`src/ceag_pkg.sv`:
```
// shared types and constants for the effective-address generator
package ceag_pkg;

  localparam int unsigned CEAG_ADDR_W = 24;
  localparam int unsigned CEAG_OFFS_W = 16;
  localparam int unsigned CEAG_BANK_W = 8;
  localparam logic [23:0] CEAG_IO_BASE = 24'h000000;
  localparam logic [15:0] CEAG_PC_IND_BIAS = 16'h0004;
  localparam logic [7:0] CEAG_ZERO_BANK = 8'h00;
  localparam logic [7:0] CEAG_ZERO_PAGE = 8'h00;
  localparam logic [23:0] CEAG_ADDR_RESET = 24'h000000;
  localparam logic [7:0] CEAG_CYC_RESET = 8'h00;

  // address-forming modes
  typedef enum logic [3:0] {
    CEAG_MODE_PC_IND = 4'h0,
    CEAG_MODE_ACC_BANK = 4'h1,
    CEAG_MODE_ACC_LONG = 4'h2,
    CEAG_MODE_IO = 4'h3,
    CEAG_MODE_LONG_DISP = 4'h4,
    CEAG_MODE_DIR_BIT = 4'h5,
    CEAG_MODE_IO_BIT = 4'h6,
    CEAG_MODE_ADDR_BIT = 4'h7,
    CEAG_MODE_BR_REL = 4'h8,
    CEAG_MODE_BR_ABS16 = 4'h9,
    CEAG_MODE_BR_ABS24 = 4'hA,
    CEAG_MODE_BR_ACC = 4'hB,
    CEAG_MODE_BR_CTX = 4'hC,
    CEAG_MODE_BR_VECT = 4'hD,
    CEAG_MODE_BR_MIND = 4'hE,
    CEAG_MODE_REG_LIST = 4'hF
  } ceag_mode_type;

  // bank and page registers of the core
  typedef struct packed {
    logic [7:0] program_bank_register;
    logic [7:0] data_bank_register;
    logic [7:0] direct_page_register;
  } ceag_banks_type;

  // one address request from the decoder
  typedef struct packed {
    ceag_mode_type mode;
    logic [23:0] instr_addr;
    logic [15:0] pc;
    logic [23:0] field;
    logic [2:0] bit_position_field;
    logic vect_long;
    logic [1:0] reg_sel;
    logic [7:0] base_cycles;
    logic [7:0] comp_cycles;
  } ceag_req_type;

  // one result
  typedef struct packed {
    logic [23:0] addr;
    logic [7:0] bit_mask;
    logic [7:0] reg_select;
    logic [7:0] cycles;
    logic needs_fetch;
  } ceag_res_type;

endpackage : ceag_pkg

```
`src/ceag_bank_join.sv`:
```
// joins a bank byte and an in-bank offset into one 24-bit address
module ceag_bank_join
  import ceag_pkg::*;
(
  input wire logic [7:0] bank,
  input wire logic [15:0] offset,
  output logic [23:0] addr
);

  // bank above offset
  assign addr = {bank, offset}; // (RULE19)

endmodule : ceag_bank_join

```
`src/ceag_top.sv`:
```
// effective-address and branch-target generator
// Contract
// (RULE1) pc-indirect: instruction address plus 4 plus offset
// (RULE2) keep plus 4 in loop/store/compare forms
// (RULE3) accumulator indirect: low half+data bank, or 24-bit
// (RULE4) io direct confined to page zero
// (RULE5) access-space prefix ignored for io direct
// (RULE6) long register plus signed byte, low 24
// (RULE7) compressed bit: operand, direct page, data bank
// (RULE8) bit position selects bit, high toward msb
// (RULE9) io bit address confined to page zero
// (RULE10) direct bit: 16-bit offset, data bank above
// (RULE11) register list bit one includes register
// (RULE12) relative branch wraps within program bank
// (RULE13) 16-bit branch uses program bank above
// (RULE14) 24-bit branch field is full address
// (RULE15) accumulator branch program bank; context jump data bank
// (RULE16) vector calls read 4 or 8-bit vector
// (RULE17) memory-indirect branch fetches word at address
// (RULE18) cycles equal base plus compensation
// (RULE19) output one 24-bit address, bank above offset
module ceag_top
  import ceag_pkg::*;
(
  input wire logic sys_clk,
  input wire logic reset,
  input wire logic req_valid,
  input wire ceag_req_type req,
  input wire ceag_banks_type banks,
  input wire logic space_prefix,
  input wire logic [31:0] accumulator,
  input wire logic [31:0] long_general_register_0,
  input wire logic [31:0] long_general_register_1,
  input wire logic [31:0] long_general_register_2,
  input wire logic [31:0] long_general_register_3,
  input wire logic [23:0] vector_base,
  output ceag_res_type res,
  output logic res_valid
);

  logic [15:0] accumulator_low_half;
  logic [15:0] word_offset_field;
  logic [7:0] byte_offset_field;
  logic [31:0] long_general_register;
  logic [23:0] long_sum;
  logic [15:0] pc_ind_offs;
  logic [15:0] rel_offs;
  logic [23:0] pc_ind_addr;
  logic [23:0] rel_addr;
  logic [23:0] abs16_addr;
  logic [23:0] acc_bank_addr;
  logic [23:0] br_acc_addr;
  logic [23:0] br_ctx_addr;
  logic [23:0] dir_addr;
  logic [23:0] addr16_bit_addr;
  logic [23:0] io_addr;
  logic [23:0] vect_addr;
  logic [7:0] vect_num;
  ceag_res_type res_d;
  ceag_res_type res_q;
  logic valid_q;

  // operand fields carved from the request
  assign accumulator_low_half = accumulator[15:0];
  assign word_offset_field = req.field[15:0];
  assign byte_offset_field = req.field[7:0];

  // long register pick
  always_comb begin
    unique case (req.reg_sel)
      2'h0: long_general_register = long_general_register_0;
      2'h1: long_general_register = long_general_register_1;
      2'h2: long_general_register = long_general_register_2;
      2'h3: long_general_register = long_general_register_3;
    endcase
  end

  // signed byte added to the long register, top byte dropped
  assign long_sum = 24'(long_general_register + {{24{byte_offset_field[7]}}, byte_offset_field}); // (RULE6)

  // always from the instruction's own address, not the next one, since
  // loop, store-immediate and compare forms are longer than four bytes
  assign pc_ind_offs = 16'(req.instr_addr[15:0] + CEAG_PC_IND_BIAS + word_offset_field); // (RULE1) (RULE2)

  // carry out of 16 bits is lost so the bank stays put
  assign rel_offs = 16'(req.pc + {{8{byte_offset_field[7]}}, byte_offset_field}); // (RULE12)

  // vector number width depends on the instruction
  assign vect_num = req.vect_long ? byte_offset_field : {4'h0, byte_offset_field[3:0]}; // (RULE16)
  // vectors are word entries counted down from the table base
  assign vect_addr = 24'(vector_base - {15'h0000, vect_num, 1'b0});

  // io space: prefix and bank registers play no part
  assign io_addr = {CEAG_ZERO_BANK, CEAG_ZERO_PAGE, byte_offset_field}; // (RULE4) (RULE5) (RULE9)

  ceag_bank_join u_pc_ind (
    .bank(banks.program_bank_register),
    .offset(pc_ind_offs),
    .addr(pc_ind_addr)
  );

  ceag_bank_join u_rel (
    .bank(banks.program_bank_register),
    .offset(rel_offs),
    .addr(rel_addr)
  );

  ceag_bank_join u_abs16 (
    .bank(banks.program_bank_register),
    .offset(word_offset_field),
    .addr(abs16_addr)
  );

  ceag_bank_join u_acc_bank (
    .bank(banks.data_bank_register),
    .offset(accumulator_low_half),
    .addr(acc_bank_addr)
  );

  ceag_bank_join u_br_acc (
    .bank(banks.program_bank_register),
    .offset(accumulator_low_half),
    .addr(br_acc_addr)
  );

  ceag_bank_join u_br_ctx (
    .bank(banks.data_bank_register),
    .offset(accumulator_low_half),
    .addr(br_ctx_addr)
  );

  ceag_bank_join u_dir (
    .bank(banks.data_bank_register),
    .offset({banks.direct_page_register, byte_offset_field}),
    .addr(dir_addr)
  );

  ceag_bank_join u_addr16_bit (
    .bank(banks.data_bank_register),
    .offset(word_offset_field),
    .addr(addr16_bit_addr)
  );

  // mode select of the address and side results
  always_comb begin
    res_d = '0;
    res_d.cycles = 8'(req.base_cycles + req.comp_cycles); // (RULE18)
    unique case (req.mode)
      CEAG_MODE_PC_IND: res_d.addr = pc_ind_addr; // (RULE1)
      CEAG_MODE_ACC_BANK: res_d.addr = acc_bank_addr; // (RULE3)
      CEAG_MODE_ACC_LONG: res_d.addr = accumulator[23:0]; // (RULE3)
      CEAG_MODE_IO: res_d.addr = io_addr; // (RULE4)
      CEAG_MODE_LONG_DISP: res_d.addr = long_sum; // (RULE6)
      CEAG_MODE_DIR_BIT: begin
        res_d.addr = dir_addr; // (RULE7)
        res_d.bit_mask = 8'h01 << req.bit_position_field; // (RULE8)
      end
      CEAG_MODE_IO_BIT: begin
        res_d.addr = io_addr; // (RULE9)
        res_d.bit_mask = 8'h01 << req.bit_position_field; // (RULE8)
      end
      CEAG_MODE_ADDR_BIT: begin
        res_d.addr = addr16_bit_addr; // (RULE10)
        res_d.bit_mask = 8'h01 << req.bit_position_field; // (RULE8)
      end
      CEAG_MODE_BR_REL: res_d.addr = rel_addr; // (RULE12)
      CEAG_MODE_BR_ABS16: res_d.addr = abs16_addr; // (RULE13)
      CEAG_MODE_BR_ABS24: res_d.addr = req.field; // (RULE14)
      CEAG_MODE_BR_ACC: res_d.addr = br_acc_addr; // (RULE15)
      CEAG_MODE_BR_CTX: res_d.addr = br_ctx_addr; // (RULE15)
      CEAG_MODE_BR_VECT: begin
        // the core reads the target word from this vector slot
        res_d.addr = vect_addr; // (RULE16)
        res_d.needs_fetch = 1'b1;
      end
      CEAG_MODE_BR_MIND: begin
        // address of the word that holds the destination
        res_d.addr = req.field; // (RULE17)
        res_d.needs_fetch = 1'b1;
      end
      CEAG_MODE_REG_LIST: res_d.reg_select = byte_offset_field; // (RULE11)
    endcase
  end

  // registered result, one cycle after the request
  always_ff @(posedge sys_clk) begin
    if (reset) begin
      res_q <= '0;
    end else if (req_valid) begin
      res_q <= res_d;
    end
  end

  // valid flag follows the request by one cycle
  always_ff @(posedge sys_clk) begin
    if (reset) begin
      valid_q <= 1'b0;
    end else begin
      valid_q <= req_valid;
    end
  end

  assign res = res_q;
  assign res_valid = valid_q;

endmodule : ceag_top

```
`config.mk`:
```
export PLATFORM = sky130hd
export DESIGN_NAME = ceag_top
export DESIGN_NICKNAME = d
export VERILOG_FILES = /design/src/ceag_pkg.sv /design/src/ceag_bank_join.sv /design/src/ceag_top.sv
export SDC_FILE = /design/constraint.sdc
export NUM_CORES = 1
export LEC_CHECK = 0
export ABC_CLOCK_PERIOD_IN_PS = 10800
export BUFFER_PORTS_ARGS = -buffer_cell sky130_fd_sc_hd__buf_2
export CAP_MARGIN = 20
export CORE_AREA = 2 2 137 139
export CTS_CLUSTER_DIAMETER = 30
export CTS_CLUSTER_SIZE = 12
export DETAILED_ROUTE_END_ITERATION = 10
export DIE_AREA = 0 0 139 141
export GPL_TIMING_DRIVEN = 0
export PLACE_DENSITY = 0.68
export SYNTH_ARGS = -nofsm -noshare
export SYNTH_HDL_FRONTEND = slang
export SYNTH_SLANG_ARGS = --single-unit
export TNS_END_PERCENT = 10
```
`constraint.sdc`:
```
create_clock -name sys_clk -period 10.8 [get_ports sys_clk]
set_clock_uncertainty 0.2 [all_clocks]
set_input_delay 2.16 -clock sys_clk [delete_from_list [all_inputs] [get_ports sys_clk]]
set_output_delay 2.16 -clock sys_clk [all_outputs]
set_load 0.01 [all_outputs]
```
* After elaboration in Yosys (flattened, before gate mapping)
Index checks and enable logic that the tools add are counted.
Operators by class: reductions and logical operators 7, shift-type cells 1, mux-type cells 6, add/sub/neg operators 6, eq/ne operators 18
Operators with widths (count):
- $pmux 24 s12 | 1
- $pmux 24 s4 | 1
- $add 16x16->16 | 2
- $eq 4x4->1 const B | 8
- $add 24x24->24 | 1
- $mux 8 | 3
- $sub 24x9->24 | 1
- $add 16x3->16 const B | 1
- $eq 4x3->1 const B | 4
- $add 8x8->8 | 1
- $eq 4x2->1 const B | 2
- $reduce_or 2->1 | 4
- $shl 1x3->8 const A | 1
- $eq 2x2->1 const B | 2
- $eq 4x1->1 const B | 1
- $logic_not 4->1 | 1
- $reduce_or 3->1 | 1
- $eq 2x1->1 const B | 1
- $logic_not 2->1 | 1
- $mux 1 | 1
Storage, ports and cells: output and inout port bits 50, word-level logic and storage cells 44, bits in registers 50

* Longest topological paths before layout
Gate-level depths: netlist of run 1.
word-level depth 4, mapped depth 15, depth with buffers taken out 13

* By module
A second synthesis of run 1 with hierarchy kept.
Unflattened totals: cell total of the unflattened synthesis 1316, area total of the unflattened synthesis 9903.2 µm²
Modules (own cells, without submodules):
- ceag_top | cells an instance 1124, times used 1, area each 8461.9 µm², sequential area each 1001.0 µm²
- ceag_bank_join | cells an instance 24, times used 8, area each 180.2 µm², sequential area each 0.0 µm²

* Worst setup path before layout of run 1
Ideal clock, no wire load.
kind input-to-reg, from input req[17] (netlist name), to register res_q, in the netlist res[45], slack 4581 ps, required time 10466 ps, stages on the path 15, setup time 134 ps, arrival 5885 ps, path through clkbuf_1 > buf_1 > mux4_2 > ha_1 > inv_1 > fa_1 > nand2b_1 > o2bb2ai_1 > o31a_1 > o31ai_1 > o41ai_1 > o21ai_0 > or4_1 > a21oi_1 > or4_1
Between the ends: cells in the longest elaborated chain, start to end 4
RTL lines:
- start: declaration | line ceag_top.sv:28 | input wire ceag_req_type req,
- $eq 2x2->1 (tied with other cells) | line ceag_top.sv:70 | unique case (req.reg_sel)
- $pmux 24 s4 (*) | line ceag_top.sv:70
- $add 24x24->24 (*) | line ceag_top.sv:79 | assign long_sum = 24'(long_general_register + {{24{byte_offset_field[7]}}, byte_offset_field});
- $pmux 24 s12 (*) | line ceag_top.sv:148 | unique case (req.mode)
- end signal: assignment | line ceag_top.sv:190 | res_q <= res_d;
- end: declaration | line ceag_top.sv:60 | ceag_res_type res_q;
Mark *: on every way between the ends. The rest lies on a longest branch, timed or not. A chain may end at the register's enable or synchronous reset.

* Worst setup path in the final report of run 1
Ends and elaborated chain as after synthesis.

==> flow_summary.toml, run 1 <==
[power]
power_density_mw_per_mm2 = 92.2
comb_power_share_pct = 51.6
total_switching_power_w = 0.000320
power.clock.fraction_pct = 23.5
peakVddDrop_mv = 0.0842
p_int_w = 0.000490
power.static_leakage_nw = 4.03
netSwitchingFraction_pct = 39.5
share_of_total_power_in_sequential_cells_pct = 24.9

[placed_design]
placedInstanceArea_mm2 = 0.00860
port_buffers = 298
place.detailed.hpwl_mm = 22.7
place_congestion = 0.936
post-place-cells = 1391

[yosys]
async_reset_ff_share_pct = 0
synth_top_flop_cell = "dfxtp_1"
synth_largest_type_area_fraction_pct = 15.5
syn_avg_cell_area_um2 = 7.93
syn_area_mm2 = 0.00679
netlist_top_cells_area = "ha_1 15%, dfxtp_1 15%, mux4_2 8.0%"
synth-seq-cells = 50
synth_enable_flop_cells = 0
ys_types = 63
synth.largest_area_cell = "ha_1"
synthesis.nets = 1248
yosysWarnings = 0
yosysSeqAreaShare_pct = 14.7
post_synth_inst_count = 857

[critical_path]
crit_type = "in2reg"
arrival_ns = 6.99
timing.critical_path.slowest_stage_cell = "o31ai_1"
crit_path_start_kind = "input port"
crit_path_max_fanout = 10
crit_top_cell = "or4_1"
critical_path.max_stage_delay_ns = 0.72
timing.critical_path.cells = "clkbuf_1, buf_1, mux4_2, ha_1, inv_1, fa_1, nand2b_1, o2bb2ai_1, o31a_1, o31ai_1, o41ai_1, o21ai_0, or4_1, a21oi_1, or4_1"
endpoint_kind = "register"
worst_ep_required_time_ns = 10.78

[sta]
worstMarginPinSlew_ns = 0.992
setup_tns_ns = 0
number_of_pins_exceeding_their_max_slew_limit_in_the_final_report = 0
final-hold-violation-count = 0
final_period_minus_worst_setup_slack_ns = 7.01
max_clock_freq_ghz = 0.143
setup_viol_count_final = 0
worst_slew_margin_rel_pct = 33.5
final_min_period_over_clock_period_pct = 64.9
grt_setup_unrepaired = "no"

[die]
die-width_um = 139
floorplan.rows = 50
design.die.area_mm2 = 0.0196
design.core.area_mm2 = 0.0183
floorplan.io_pins = 352
fp.dieH_um = 141
initial_core_util_pct = 37.2

[global_routing]
wire_length_of_the_first_global_routing_pass_mm = 41.2
pin_count_of_the_biggest_net_entering_global_routing = 32
first_global_vias = 7879
number_of_antenna_violations_at_the_first_check_in_global_routing = 8
grtUsageTotal_pct = 26.6
grt_overflow = 0

[layout]
final_net_count = 1555
drive_gt1_share_pct = 29.1
area_growth_syn_to_layout_pct = 29.4
final_design_area_no_fill_mm2 = 0.00879
instances_no_fill = 1406

[clock_tree]
cts_max_level = 2
skew_pair_late_insertion_delay_ns = 0.30
number_of_buffers_on_the_longest_clock_path = 2
tritoncts = "yes"
post_cts_resize_count = 0
numCtsBuffers = 5
cts_hold_repair.buffers = 0
cts_setup_buffers = 0
clock_sinks = 50
clk_root_buffer_cell = "clkbuf_16"
clkTransAtPathRegs_ns = 0.07

[drt]
wire_length_per_cell_um = 19.5
post-route-drc-count = 0
drt_iter0_markers = 516
totalWireLength_mm = 27.4
drt_pre_antenna_iters = 6
viasPerCell = 5.82
via_count = 8187
ant_nets = 0

[min_path]
hold_path_class = "reg2reg"

[job]
drv_cap = 0

[run_status]
outcome = "complete, no violations"
==> synth_stat cells, drive strengths merged, types with 6 or more instances <==
| cell | number |
|---|---|
| nor2 | 103 |
| ha | 84 |
| a21oi | 74 |
| nand2 | 67 |
| o21ai | 53 |
| dfxtp | 50 |
| xnor2 | 39 |
| inv | 30 |
| clkbuf | 28 |
| a22oi | 26 |
| mux4 | 24 |
| xor2 | 21 |
| a221oi | 19 |
| nor3 | 18 |
| a21o | 17 |
| nand3 | 15 |
| a211oi | 14 |
| a31oi | 14 |
| nor2b | 13 |
| o211ai | 11 |
| a222oi | 10 |
| mux2i | 10 |
| o21a | 9 |
| nand2b | 8 |
| or3 | 7 |
| a32oi | 6 |
==> area by class of cell <==
| type | instances | area [um2] |
|---|---|---|
| clock buffers | 5 | 125 |
| well taps | 234 | 293 |
| inverters | 31 | 116 |
| clock inverters | 3 | 47.5 |
| diodes | 7 | 17.5 |
| multi-input cells | 743 | 5560 |
| repair buffers | 300 | 1500 |
| plain buffers | 33 | 124 |
| flip-flops and latches | 50 | 1000 |
| fillers | 1905 | 9480 |
==> critical path, delay by kind of cell <==
kind / cells / cell delay [ns]
AND/OR/NAND/NOR: 3 / 0.72
adder cells (fa/ha/maj): 2 / 0.57
AO/OA/AOI/OAI: 6 / 1.96
multiplexers: 1 / 0.37
buffers and inverters: 3 / 1.20
==> path summary, 6_finish.rpt <==
check,from,to,slack (ns),cells past startpoint
worst max-delay path,req[17],res[45]$_SDFFE_PP0P_,3.79,15
worst max register to register,res[37]$_SDFFE_PP0P_,res[37]$_SDFFE_PP0P_,8.57,6
worst min register to register,res[39]$_SDFFE_PP0P_,res[39]$_SDFFE_PP0P_,0.26,2
worst min-delay path,res[39]$_SDFFE_PP0P_,res[39]$_SDFFE_PP0P_,0.26,2
==> power by group through the flow <==
stage / Sequential [W] / Clock [W] / Combinational (W)
2_1_floorplan: 0.000209 / 0 / 0.000266
3_5_place_dp: 0.000206 / 0 / 0.000411
3_3_place_gp: 0.000205 / 0 / 0.000405
4_1_cts: 0.000201 / 0.000192 / 0.000414
6_report: 0.000201 / 0.000191 / 0.000418
5_1_grt: 0.000202 / 0.000198 / 0.000463
==> layer usage <==
layer	track usage, %	vias to the layer above	part of all wire, %
met4	10.0	2	3.3
met1	32.6	3837	40
met3	4.76	61	7.8
met5	0	-	0.048
li1	-	3915	-
met2	46.5	372	49
==> logic make-up (layout without fill, tap and decap cells) <==
group / count (synthesis) / count (layout) / synth area share, %
AND/OR/NAND/NOR: 264 / 264 / 18.3
other: 0 / 7 / 0
AO/OA/AOI/OAI: 296 / 296 / 29.4
flip-flops: 50 / 50 / 14.7
XOR/XNOR: 60 / 60 / 7.73
adder cells (fa/ha/maj): 89 / 89 / 16.9
multiplexers: 34 / 34 / 9.43
buffers and inverters: 64 / 372 / 3.54
==> per-stage QoR <==
step / utilization (%) / power [W] / setup slack (ns) / hold WS [ns]
floorplan: - / 0.000476 / 4.58 / 0.284
global placement: 47.0 / 0.000611 / 3.61 / 0.231
detailed placement: 47.1 / 0.000617 / 3.57 / 0.242
CTS: 48.0 / 0.000807 / 3.88 / 0.259
global route: 48.1 / 0.000863 / 3.35 / 0.285
finish: 48.1 / 0.000810 / 3.79 / 0.257
==> state kept, by name, summed over array words and instances, names as in the netlist <==
signal     cells
res           49
res_valid      1
==> cell usage in the layout, fill, tap and decap left out, types with 6 or more instances in the layout <==
cell type and n:
inv_1 30, nor3_1 18, nor2b_1 13, a31oi_1 14, o211ai_1 11, nand3_1 15, nand2b_1 8, a21oi_1 74
a211oi_1 14, nand2_1 67, a222oi_1 10, or3_1 6, mux2i_1 10, a21o_1 17, a22oi_1 25, buf_2 299
a221oi_1 18, xor2_1 21, ha_1 84, o21a_1 9, dfxtp_1 50, xnor2_1 39, clkbuf_1 28, nor2_1 103
o21ai_0 52, mux4_2 24, diode_2 7, a32oi_1 6
Note: power is estimated with default switching activity, not from simulation.
==> inputs of run 2 (changes only) <==
--- a/config.mk
+++ b/config.mk
@@ -5,16 +5,17 @@
 export SDC_FILE = /design/constraint.sdc
 export NUM_CORES = 1
 export LEC_CHECK = 0
-export ABC_CLOCK_PERIOD_IN_PS = 10800
+export ABC_AREA = 1
+export ABC_CLOCK_PERIOD_IN_PS = 5900
 export BUFFER_PORTS_ARGS = -buffer_cell sky130_fd_sc_hd__buf_2
 export CAP_MARGIN = 20
-export CORE_AREA = 2 2 137 139
+export CORE_MARGIN = 2
+export CORE_UTILIZATION = 45
 export CTS_CLUSTER_DIAMETER = 30
 export CTS_CLUSTER_SIZE = 12
 export DETAILED_ROUTE_END_ITERATION = 10
-export DIE_AREA = 0 0 139 141
 export GPL_TIMING_DRIVEN = 0
-export PLACE_DENSITY = 0.68
+export PLACE_DENSITY = 0.8
 export SYNTH_ARGS = -nofsm -noshare
 export SYNTH_HDL_FRONTEND = slang
 export SYNTH_SLANG_ARGS = --single-unit
==> constraint.sdc (replaced) <==
create_clock -name sys_clk -period 5.9 [get_ports sys_clk]
set_clock_uncertainty 0.2 [all_clocks]
set_input_delay 1.18 -clock sys_clk [delete_from_list [all_inputs] [get_ports sys_clk]]
set_output_delay 1.18 -clock sys_clk [all_outputs]
set_load 0.01 [all_outputs]
==> run 2 against run 1 <==
Net effect: utilization rose by 8.9 points; synthesized area grew 15%; first-iteration DRC count up 69%; die area is 5.8% lower; clock-buffer cell count is the same; synthesized cell count is 63% higher; sequential share of layout area fell by 1.1 points; routed wire length grew 7.3%.
==> flow_summary.toml, run 2 <==
[sta]
timing.hold.ws_ns = 0.265
number_of_pins_exceeding_their_max_slew_limit_in_the_final_report = 0
final_min_period_over_clock_period_pct = 74.4
worst_slew_margin_rel_pct = 48.5
setup_viol_count_final = 0
grt_setup_unrepaired = "no"
final_period_minus_worst_setup_slack_ns = 4.39
setup_tns_ns = 0
max_clock_freq_ghz = 0.228
worstMarginPinSlew_ns = 0.772
final-hold-violation-count = 0

[clock_tree]
cts_hold_repair.buffers = 0
clk_root_buffer_cell = "clkbuf_16"
cts_setup_buffers = 0
cts_max_level = 2
post_cts_resize_count = 0
tritoncts = "yes"
skew_pair_late_insertion_delay_ns = 0.29
clkTransAtPathRegs_ns = 0.07
numCtsBuffers = 5
clock_sinks = 50
number_of_buffers_on_the_longest_clock_path = 2

[global_routing]
wire_length_of_the_first_global_routing_pass_mm = 45.1
pin_count_of_the_biggest_net_entering_global_routing = 33
grt_overflow = 0
first_global_vias = 9262
grtUsageTotal_pct = 30.5
number_of_antenna_violations_at_the_first_check_in_global_routing = 1

[drt]
met3_layer_wire_length_in_the_routed_design_mm = 2.14
routed-wl-met2_mm = 13.6
ant_nets = 0
drt-met1-wl_mm = 13.0
drt_pre_antenna_iters = 6
wire_length_per_cell_um = 15.2
via_count = 10400
drt_iter0_markers = 874
viasPerCell = 5.40
post-route-drc-count = 0
routed.top_layer = "met4"
totalWireLength_mm = 29.4

[yosys]
synth_top_family_by_area = "simple AND/OR/NAND/NOR gates"
post_synth_fa_ha_maj_area_fraction_pct = 14.7
synth.largest_area_cell = "nand2_1"
yosysMostFrequentCell = "nand2_1"
post_synth_inst_count = 1400
yosysSeqAreaShare_pct = 12.8
netlist_top_cells_area = "nand2_1 22%, ha_1 13%, dfxtp_1 13%"
synth_enable_flop_cells = 0
synth-seq-cells = 50
synth_cell_count_leaders = "466 x nand2_1, 160 x inv_1, 133 x nand3_1, 128 x a21oi_1, 124 x nor2_1"
syn_avg_cell_area_um2 = 5.59
synth_top_flop_cell = "dfxtp_1"
yosys.area_share.simple_pct = 42.8
synth_largest_type_area_fraction_pct = 22.4
synthesis.nets = 1791
syn_area_mm2 = 0.00782
yosys.area_share.xor_xnor_pct = 1.46
synth-compound-area-share_pct = 18.4
ys_types = 44
yosysWarnings = 0
synth.mux.area_fraction_pct = 0
async_reset_ff_share_pct = 0

[critical_path]
worst-r2r-setup-slack_ns = 4.96
endpoint_kind = "register"
worst_r2r_path_depth = 4
arrival_ns = 4.36
critical_path.reg2reg.startpoint = "res[8]$_SDFFE_PP0P_"
crit_path_start_kind = "input port"
reg_to_reg_end = "res[8]$_SDFFE_PP0P_"
crit_type = "in2reg"
worst_ep_required_time_ns = 5.87
crit_path_max_fanout = 10

[die]
initial_core_util_pct = 45.7
die-width_um = 136
fp.dieH_um = 136
design.core.area_mm2 = 0.0171
floorplan.rows = 48
floorplan.io_pins = 352
design.die.area_mm2 = 0.0185

[layout]
drive_gt1_share_pct = 20.2
largest_reg_flops = 49
mostFrequentLayoutCells = "466 x nand2_1, 304 x buf_2, 160 x inv_1, 133 x nand3_1, 128 x a21oi_1"
final_common_cell = "nand2_1"
area_used_by_multi_input_combinational_logic_mm2 = 0.00605
area_growth_syn_to_layout_pct = 24.7
area.sequential_mm2 = 0.00100
final_net_count = 2098
nFillCells = 1839

[placed_design]
place_congestion = 0.994
port_buffers = 300
place.detailed.hpwl_mm = 24.9

[min_path]
whs_path_depth = 2
hold_path_class = "reg2reg"
timing.hold.worst_endpoint = "res[22]$_SDFFE_PP0P_"
timing.hold.worst.start = "res[22]$_SDFFE_PP0P_"

[run_status]
outcome = "complete, no violations"

[power]
power.static_leakage_nw = 5.41
peakVddDrop_mv = 0.143
power_density_mw_per_mm2 = 150

[job]
drv_cap = 0
## run 2: cell types whose count changed after synthesis, moves of 14 or more
cell and change:
nand4_1 +20, a22oi_1 -25, mux4_2 -24, a21oi_1 +54
nand3_1 +118, nand2_1 +399, nor2_1 +21, xnor2_1 -33
o21ai_0 +19, xor2_1 -14, inv_1 +130
## run 2: routing by layer
| layer | track usage (%) | vias to the layer above |
|---|---|---|
| met5 | 0 | - |
| met1 | 41.3 | 4694 |
| met4 | 5.32 | 0 |
| met3 | 3.54 | 51 |
| li1 | - | 5268 |
| met2 | 52.6 | 430 |
## run 2: power by group
group          switching (W)  internal (W)  total (W)
combinational       0.000503      0.000305   0.000808
clock               0.000130      0.000159   0.000289
sequential        0.00000979      0.000357   0.000366
## run 2: area by class of cell
class | count | area share, %
diodes | 1 | 0.0257
plain buffers | 30 | 1.40
clock buffers | 5 | 1.28
clock inverters | 3 | 0.231
inverters | 170 | 6.54
multi-input cells | 1150 | 62.0
flip-flops and latches | 50 | 10.3
well taps | 225 | 2.89
repair buffers | 300 | 15.4
## run 2: cell families (layout without fill, tap and decap cells)
| kind of cell | Yosys count | count (layout) |
|---|---|---|
| compound gates | 254 | 254 |
| xor+xnor | 13 | 13 |
| fa+ha+maj | 89 | 89 |
| buf+inv | 200 | 508 |
| flops | 50 | 50 |
| other cells | 0 | 1 |
| simple gates | 794 | 794 |
## run 2: critical path, cell delays in order
cell and delay (ns):
buf_2 0.10, inv_1 0.17, nand2_1 0.07, inv_1 0.18, buf_1 0.39, a221oi_1 0.14, nand2_1 0.08, o21ai_0 0.08
inv_1 0.11, ha_1 0.20, inv_1 0.06, fa_1 0.39, inv_1 0.11, nand3_1 0.10, nand3_1 0.13, nand3_1 0.09
nand3_1 0.16, nand2_1 0.07, inv_1 0.05, nor2_1 0.04, nor2_1 0.17, nand3_1 0.13, nand2_1 0.08, a21oi_1 0.06
## run 2: worst max-delay path by stage
stage                       start                    to  cells after the start
after detailed placement  req[16]  res[37]$_SDFFE_PP0P_                     24
after global routing      req[16]  res[46]$_SDFFE_PP0P_                     22
after CTS                 req[16]  res[37]$_SDFFE_PP0P_                     24
after floorplan           req[16]  res[39]$_SDFFE_PP0P_                     20
final                     req[16]  res[37]$_SDFFE_PP0P_                     24
after global placement    req[16]  res[37]$_SDFFE_PP0P_                     24
## run 2: through the flow
| step | util (%) | setup slack, ns | cell area, um2 | instances | power, W |
|---|---|---|---|---|---|
| floorplan | - | 2.12 | 7820 | 1400 | 0.000894 |
| global placement | 56.1 | 1.35 | 9610 | 1925 | 0.00115 |
| global route | 57.0 | 1.22 | 9750 | 1933 | 0.00158 |
| CTS | 57.0 | 1.61 | 9750 | 1933 | 0.00145 |
| detailed placement | 56.1 | 1.31 | 9610 | 1925 | 0.00116 |
| finish | 57.0 | 1.51 | 9760 | 1934 | 0.00146 |
==> inputs of run 3 (changes only) <==
--- a/config.mk
+++ b/config.mk
@@ -5,17 +5,17 @@
 export SDC_FILE = /design/constraint.sdc
 export NUM_CORES = 1
 export LEC_CHECK = 0
-export ABC_AREA = 1
-export ABC_CLOCK_PERIOD_IN_PS = 5900
+export ABC_AREA = 0
+export ABC_CLOCK_PERIOD_IN_PS = 4000
 export BUFFER_PORTS_ARGS = -buffer_cell sky130_fd_sc_hd__buf_2
 export CAP_MARGIN = 20
-export CORE_MARGIN = 2
-export CORE_UTILIZATION = 45
+export CORE_AREA = 2 2 137 139
 export CTS_CLUSTER_DIAMETER = 30
 export CTS_CLUSTER_SIZE = 12
 export DETAILED_ROUTE_END_ITERATION = 10
+export DIE_AREA = 0 0 139 141
 export GPL_TIMING_DRIVEN = 0
-export PLACE_DENSITY = 0.8
+export PLACE_DENSITY = 0.71
 export SYNTH_ARGS = -nofsm -noshare
 export SYNTH_HDL_FRONTEND = slang
 export SYNTH_SLANG_ARGS = --single-unit
==> constraint.sdc (replaced) <==
create_clock -name sys_clk -period 4 [get_ports sys_clk]
set_clock_uncertainty 0.2 [all_clocks]
set_input_delay 0.8 -clock sys_clk [delete_from_list [all_inputs] [get_ports sys_clk]]
set_output_delay 0.8 -clock sys_clk [all_outputs]
set_load 0.01 [all_outputs]
==> run 3 against run 2 <==
Net effect: die area up 6.2%; clock power up 61%; sequential power increased by 48%; final cell count decreased by 27%; setup slack lost 1.5 ns; utilization shrank 7.3 points; register-to-register slack worse by 3.0 ns; routed wire length fell by 4.9%; critical endpoint is now res[45]$_SDFFE_PP0P_; largest power group unchanged.
==> flow_summary.toml, run 3 (synthesized netlist as in run 1, its figures left out) <==
[critical_path]
crit_path_start_kind = "input port"
worst_path_buffer_plus_inverter_count = 4
timing.critical_path.slowest_stage_cell = "mux4_2"
critical_path.max_stage_delay_ns = 0.52
worst_r2r_path_depth = 6
timing.critical_path.cells = "buf_12, buf_12, buf_8, buf_6, mux4_2, ha_4, a21oi_2, o21a_1, o31a_1, o31ai_4, o41ai_4, o21ai_2, o211ai_1, a21oi_1, or4_1"
crit_type = "in2reg"
timing.critical_path.max_delay_family = "compound AO/OA/AOI/OAI gates"
crit_top_cell = "buf_12"
arrival_ns = 3.96
endpoint_kind = "register"
reg_to_reg_end = "res[37]$_SDFFE_PP0P_"
worst_ep_required_time_ns = 3.98
crit_path_max_fanout = 6
worst-r2r-setup-slack_ns = 1.98
critical_path.reg2reg.startpoint = "res[37]$_SDFFE_PP0P_"

[drt]
viasPerCell = 5.85
wire_length_per_cell_um = 19.7
drt_iter0_markers = 584
drt_pre_antenna_iters = 6
post-route-drc-count = 0
via_count = 8273
totalWireLength_mm = 27.9
ant_nets = 0

[placed_design]
place_congestion = 0.941
port_buffers = 298
place.detailed.hpwl_mm = 22.9
placedInstanceArea_mm2 = 0.00862
post-place-cells = 1392
detailedPlace.worstSlack_ns = -0.909

[min_path]
whs_path_depth = 2
hold_path_class = "reg2reg"
timing.hold.worst_endpoint = "res[41]$_SDFFE_PP0P_"
timing.hold.worst.start = "res[41]$_SDFFE_PP0P_"

[clock_tree]
clkTransAtPathRegs_ns = 0.08
clock_sinks = 50
cts_hold_repair.buffers = 0
clk_root_buffer_cell = "clkbuf_16"
tritoncts = "yes"
numCtsBuffers = 5
number_of_buffers_on_the_longest_clock_path = 2
skew_pair_late_insertion_delay_ns = 0.30
cts_max_level = 2

[run_status]
outcome = "complete, no violations"

[layout]
mostFrequentLayoutCells = "300 x buf_2, 103 x nor2_1, 79 x ha_1, 70 x a21oi_1, 67 x nand2_1"
area_used_by_multi_input_combinational_logic_mm2 = 0.00573
final_net_count = 1564
area.sequential_mm2 = 0.00100
area_growth_syn_to_layout_pct = 33.6
final_common_cell = "buf_2"
drive_gt1_share_pct = 32.4
nFillCells = 1862
instances_no_fill = 1415
largest_reg_flops = 49
final_design_area_no_fill_mm2 = 0.00908

[die]
design.core.area_mm2 = 0.0183
die-width_um = 139
floorplan.rows = 50
design.die.area_mm2 = 0.0196
fp.dieH_um = 141
floorplan.io_pins = 352
initial_core_util_pct = 37.2

[sta]
setup_viol_count_final = 0
grt_setup_unrepaired = "yes"
number_of_pins_exceeding_their_max_slew_limit_in_the_final_report = 0
final_period_minus_worst_setup_slack_ns = 3.97
setup_tns_ns = 0
worst_slew_margin_rel_pct = 39.4
final-hold-violation-count = 0
final_min_period_over_clock_period_pct = 99.3
max_clock_freq_ghz = 0.252
timing.hold.ws_ns = 0.264
fin_ws_ns = 0.0264
worstMarginPinSlew_ns = 0.904

[power]
power_density_mw_per_mm2 = 245
peakVddDrop_mv = 0.173
power.static_leakage_nw = 4.13

[global_routing]
number_of_antenna_violations_at_the_first_check_in_global_routing = 8
grt_overflow = 0
first_global_vias = 8072
pin_count_of_the_biggest_net_entering_global_routing = 32
grtUsageTotal_pct = 27.0
wire_length_of_the_first_global_routing_pass_mm = 41.9

[job]
drv_cap = 0
## run 3: cell count changes in the layout (fill, tap and decap cells not counted), sizes merged, moves of 14 or more
cell,delta
xnor2,+33
a22oi,+25
a21oi,-55
nor2,-25
o21ai,-21
nand4,-20
mux4,+24
nand2,-403
nand3,-119
inv,-137
xor2,+14
## run 3: worst max-delay path by stage
stage / start / to / slack, ns / cells past startpoint
after floorplan: req[17] / res[45]$_SDFFE_PP0P_ / -0.11 / 15
after global placement: req[16] / res[45]$_SDFFE_PP0P_ / -0.84 / 15
after detailed placement: req[16] / res[45]$_SDFFE_PP0P_ / -0.91 / 15
after CTS: req[17] / res[48]$_SDFFE_PP0P_ / 0.008 / 14
after global routing: req[17] / res[45]$_SDFFE_PP0P_ / -0.07 / 15
final: req[17] / res[45]$_SDFFE_PP0P_ / 0.03 / 15
## run 3: worst register-to-register path, stage by stage, from the launching register on
cell       delay, ns
dfxtp_1         0.34
a22oi_1         0.22
o21ai_0         0.13
a2111oi_0       0.40
o2111ai_1       0.20
a221oi_1        0.31
a21oi_1         0.11
## run 3: metal layers
layer | vias to the layer above | global-route usage (%) | wire length (um)
met2 | 431 | 49.6 | 14000
met3 | 55 | 4.25 | 2100
met4 | 2 | 8.61 | 741
met1 | 3848 | 32.2 | 11100
met5 | - | 0 | 13
li1 | 3937 | - | -
## run 3: timing repair
action                                  4_1_cts  5_1_grt
setup buffers                                 3        7
endpoints found under the setup margin       13        8
resized for setup                            23       23
hold endpoints to repair                      0        0
pin swaps                                     5       16
## run 3: cell type report
| type | count | share of cell area (%) |
|---|---|---|
| Tap cell | 234 | 3.22 |
| Buffer | 31 | 1.82 |
| Sequential cell | 50 | 11.0 |
| Multi-Input combinational cell | 743 | 63.2 |
| Inverter | 31 | 1.28 |
| Clock inverter | 3 | 0.317 |
| Clock buffer | 5 | 1.38 |
| Timing Repair Buffer | 311 | 17.6 |
| Antenna cell | 7 | 0.193 |
## run 3: metrics by stage
step                util [%]  power [W]
finish                  49.7    0.00222
global route            49.7    0.00238
CTS                     48.8    0.00217
detailed placement      47.2    0.00167
global placement        47.1    0.00165
floorplan                  -    0.00129
## run 3: report_power, final
part	total, W	leakage (nW)	switching, W	internal (W)
Clock	0.000465	0.0764	0.000225	0.000241
Combinational	0.00121	3.65	0.000669	0.000546
Sequential	0.000543	0.408	0.0000166	0.000526
Total	0.00222	4.13	0.000910	0.00131
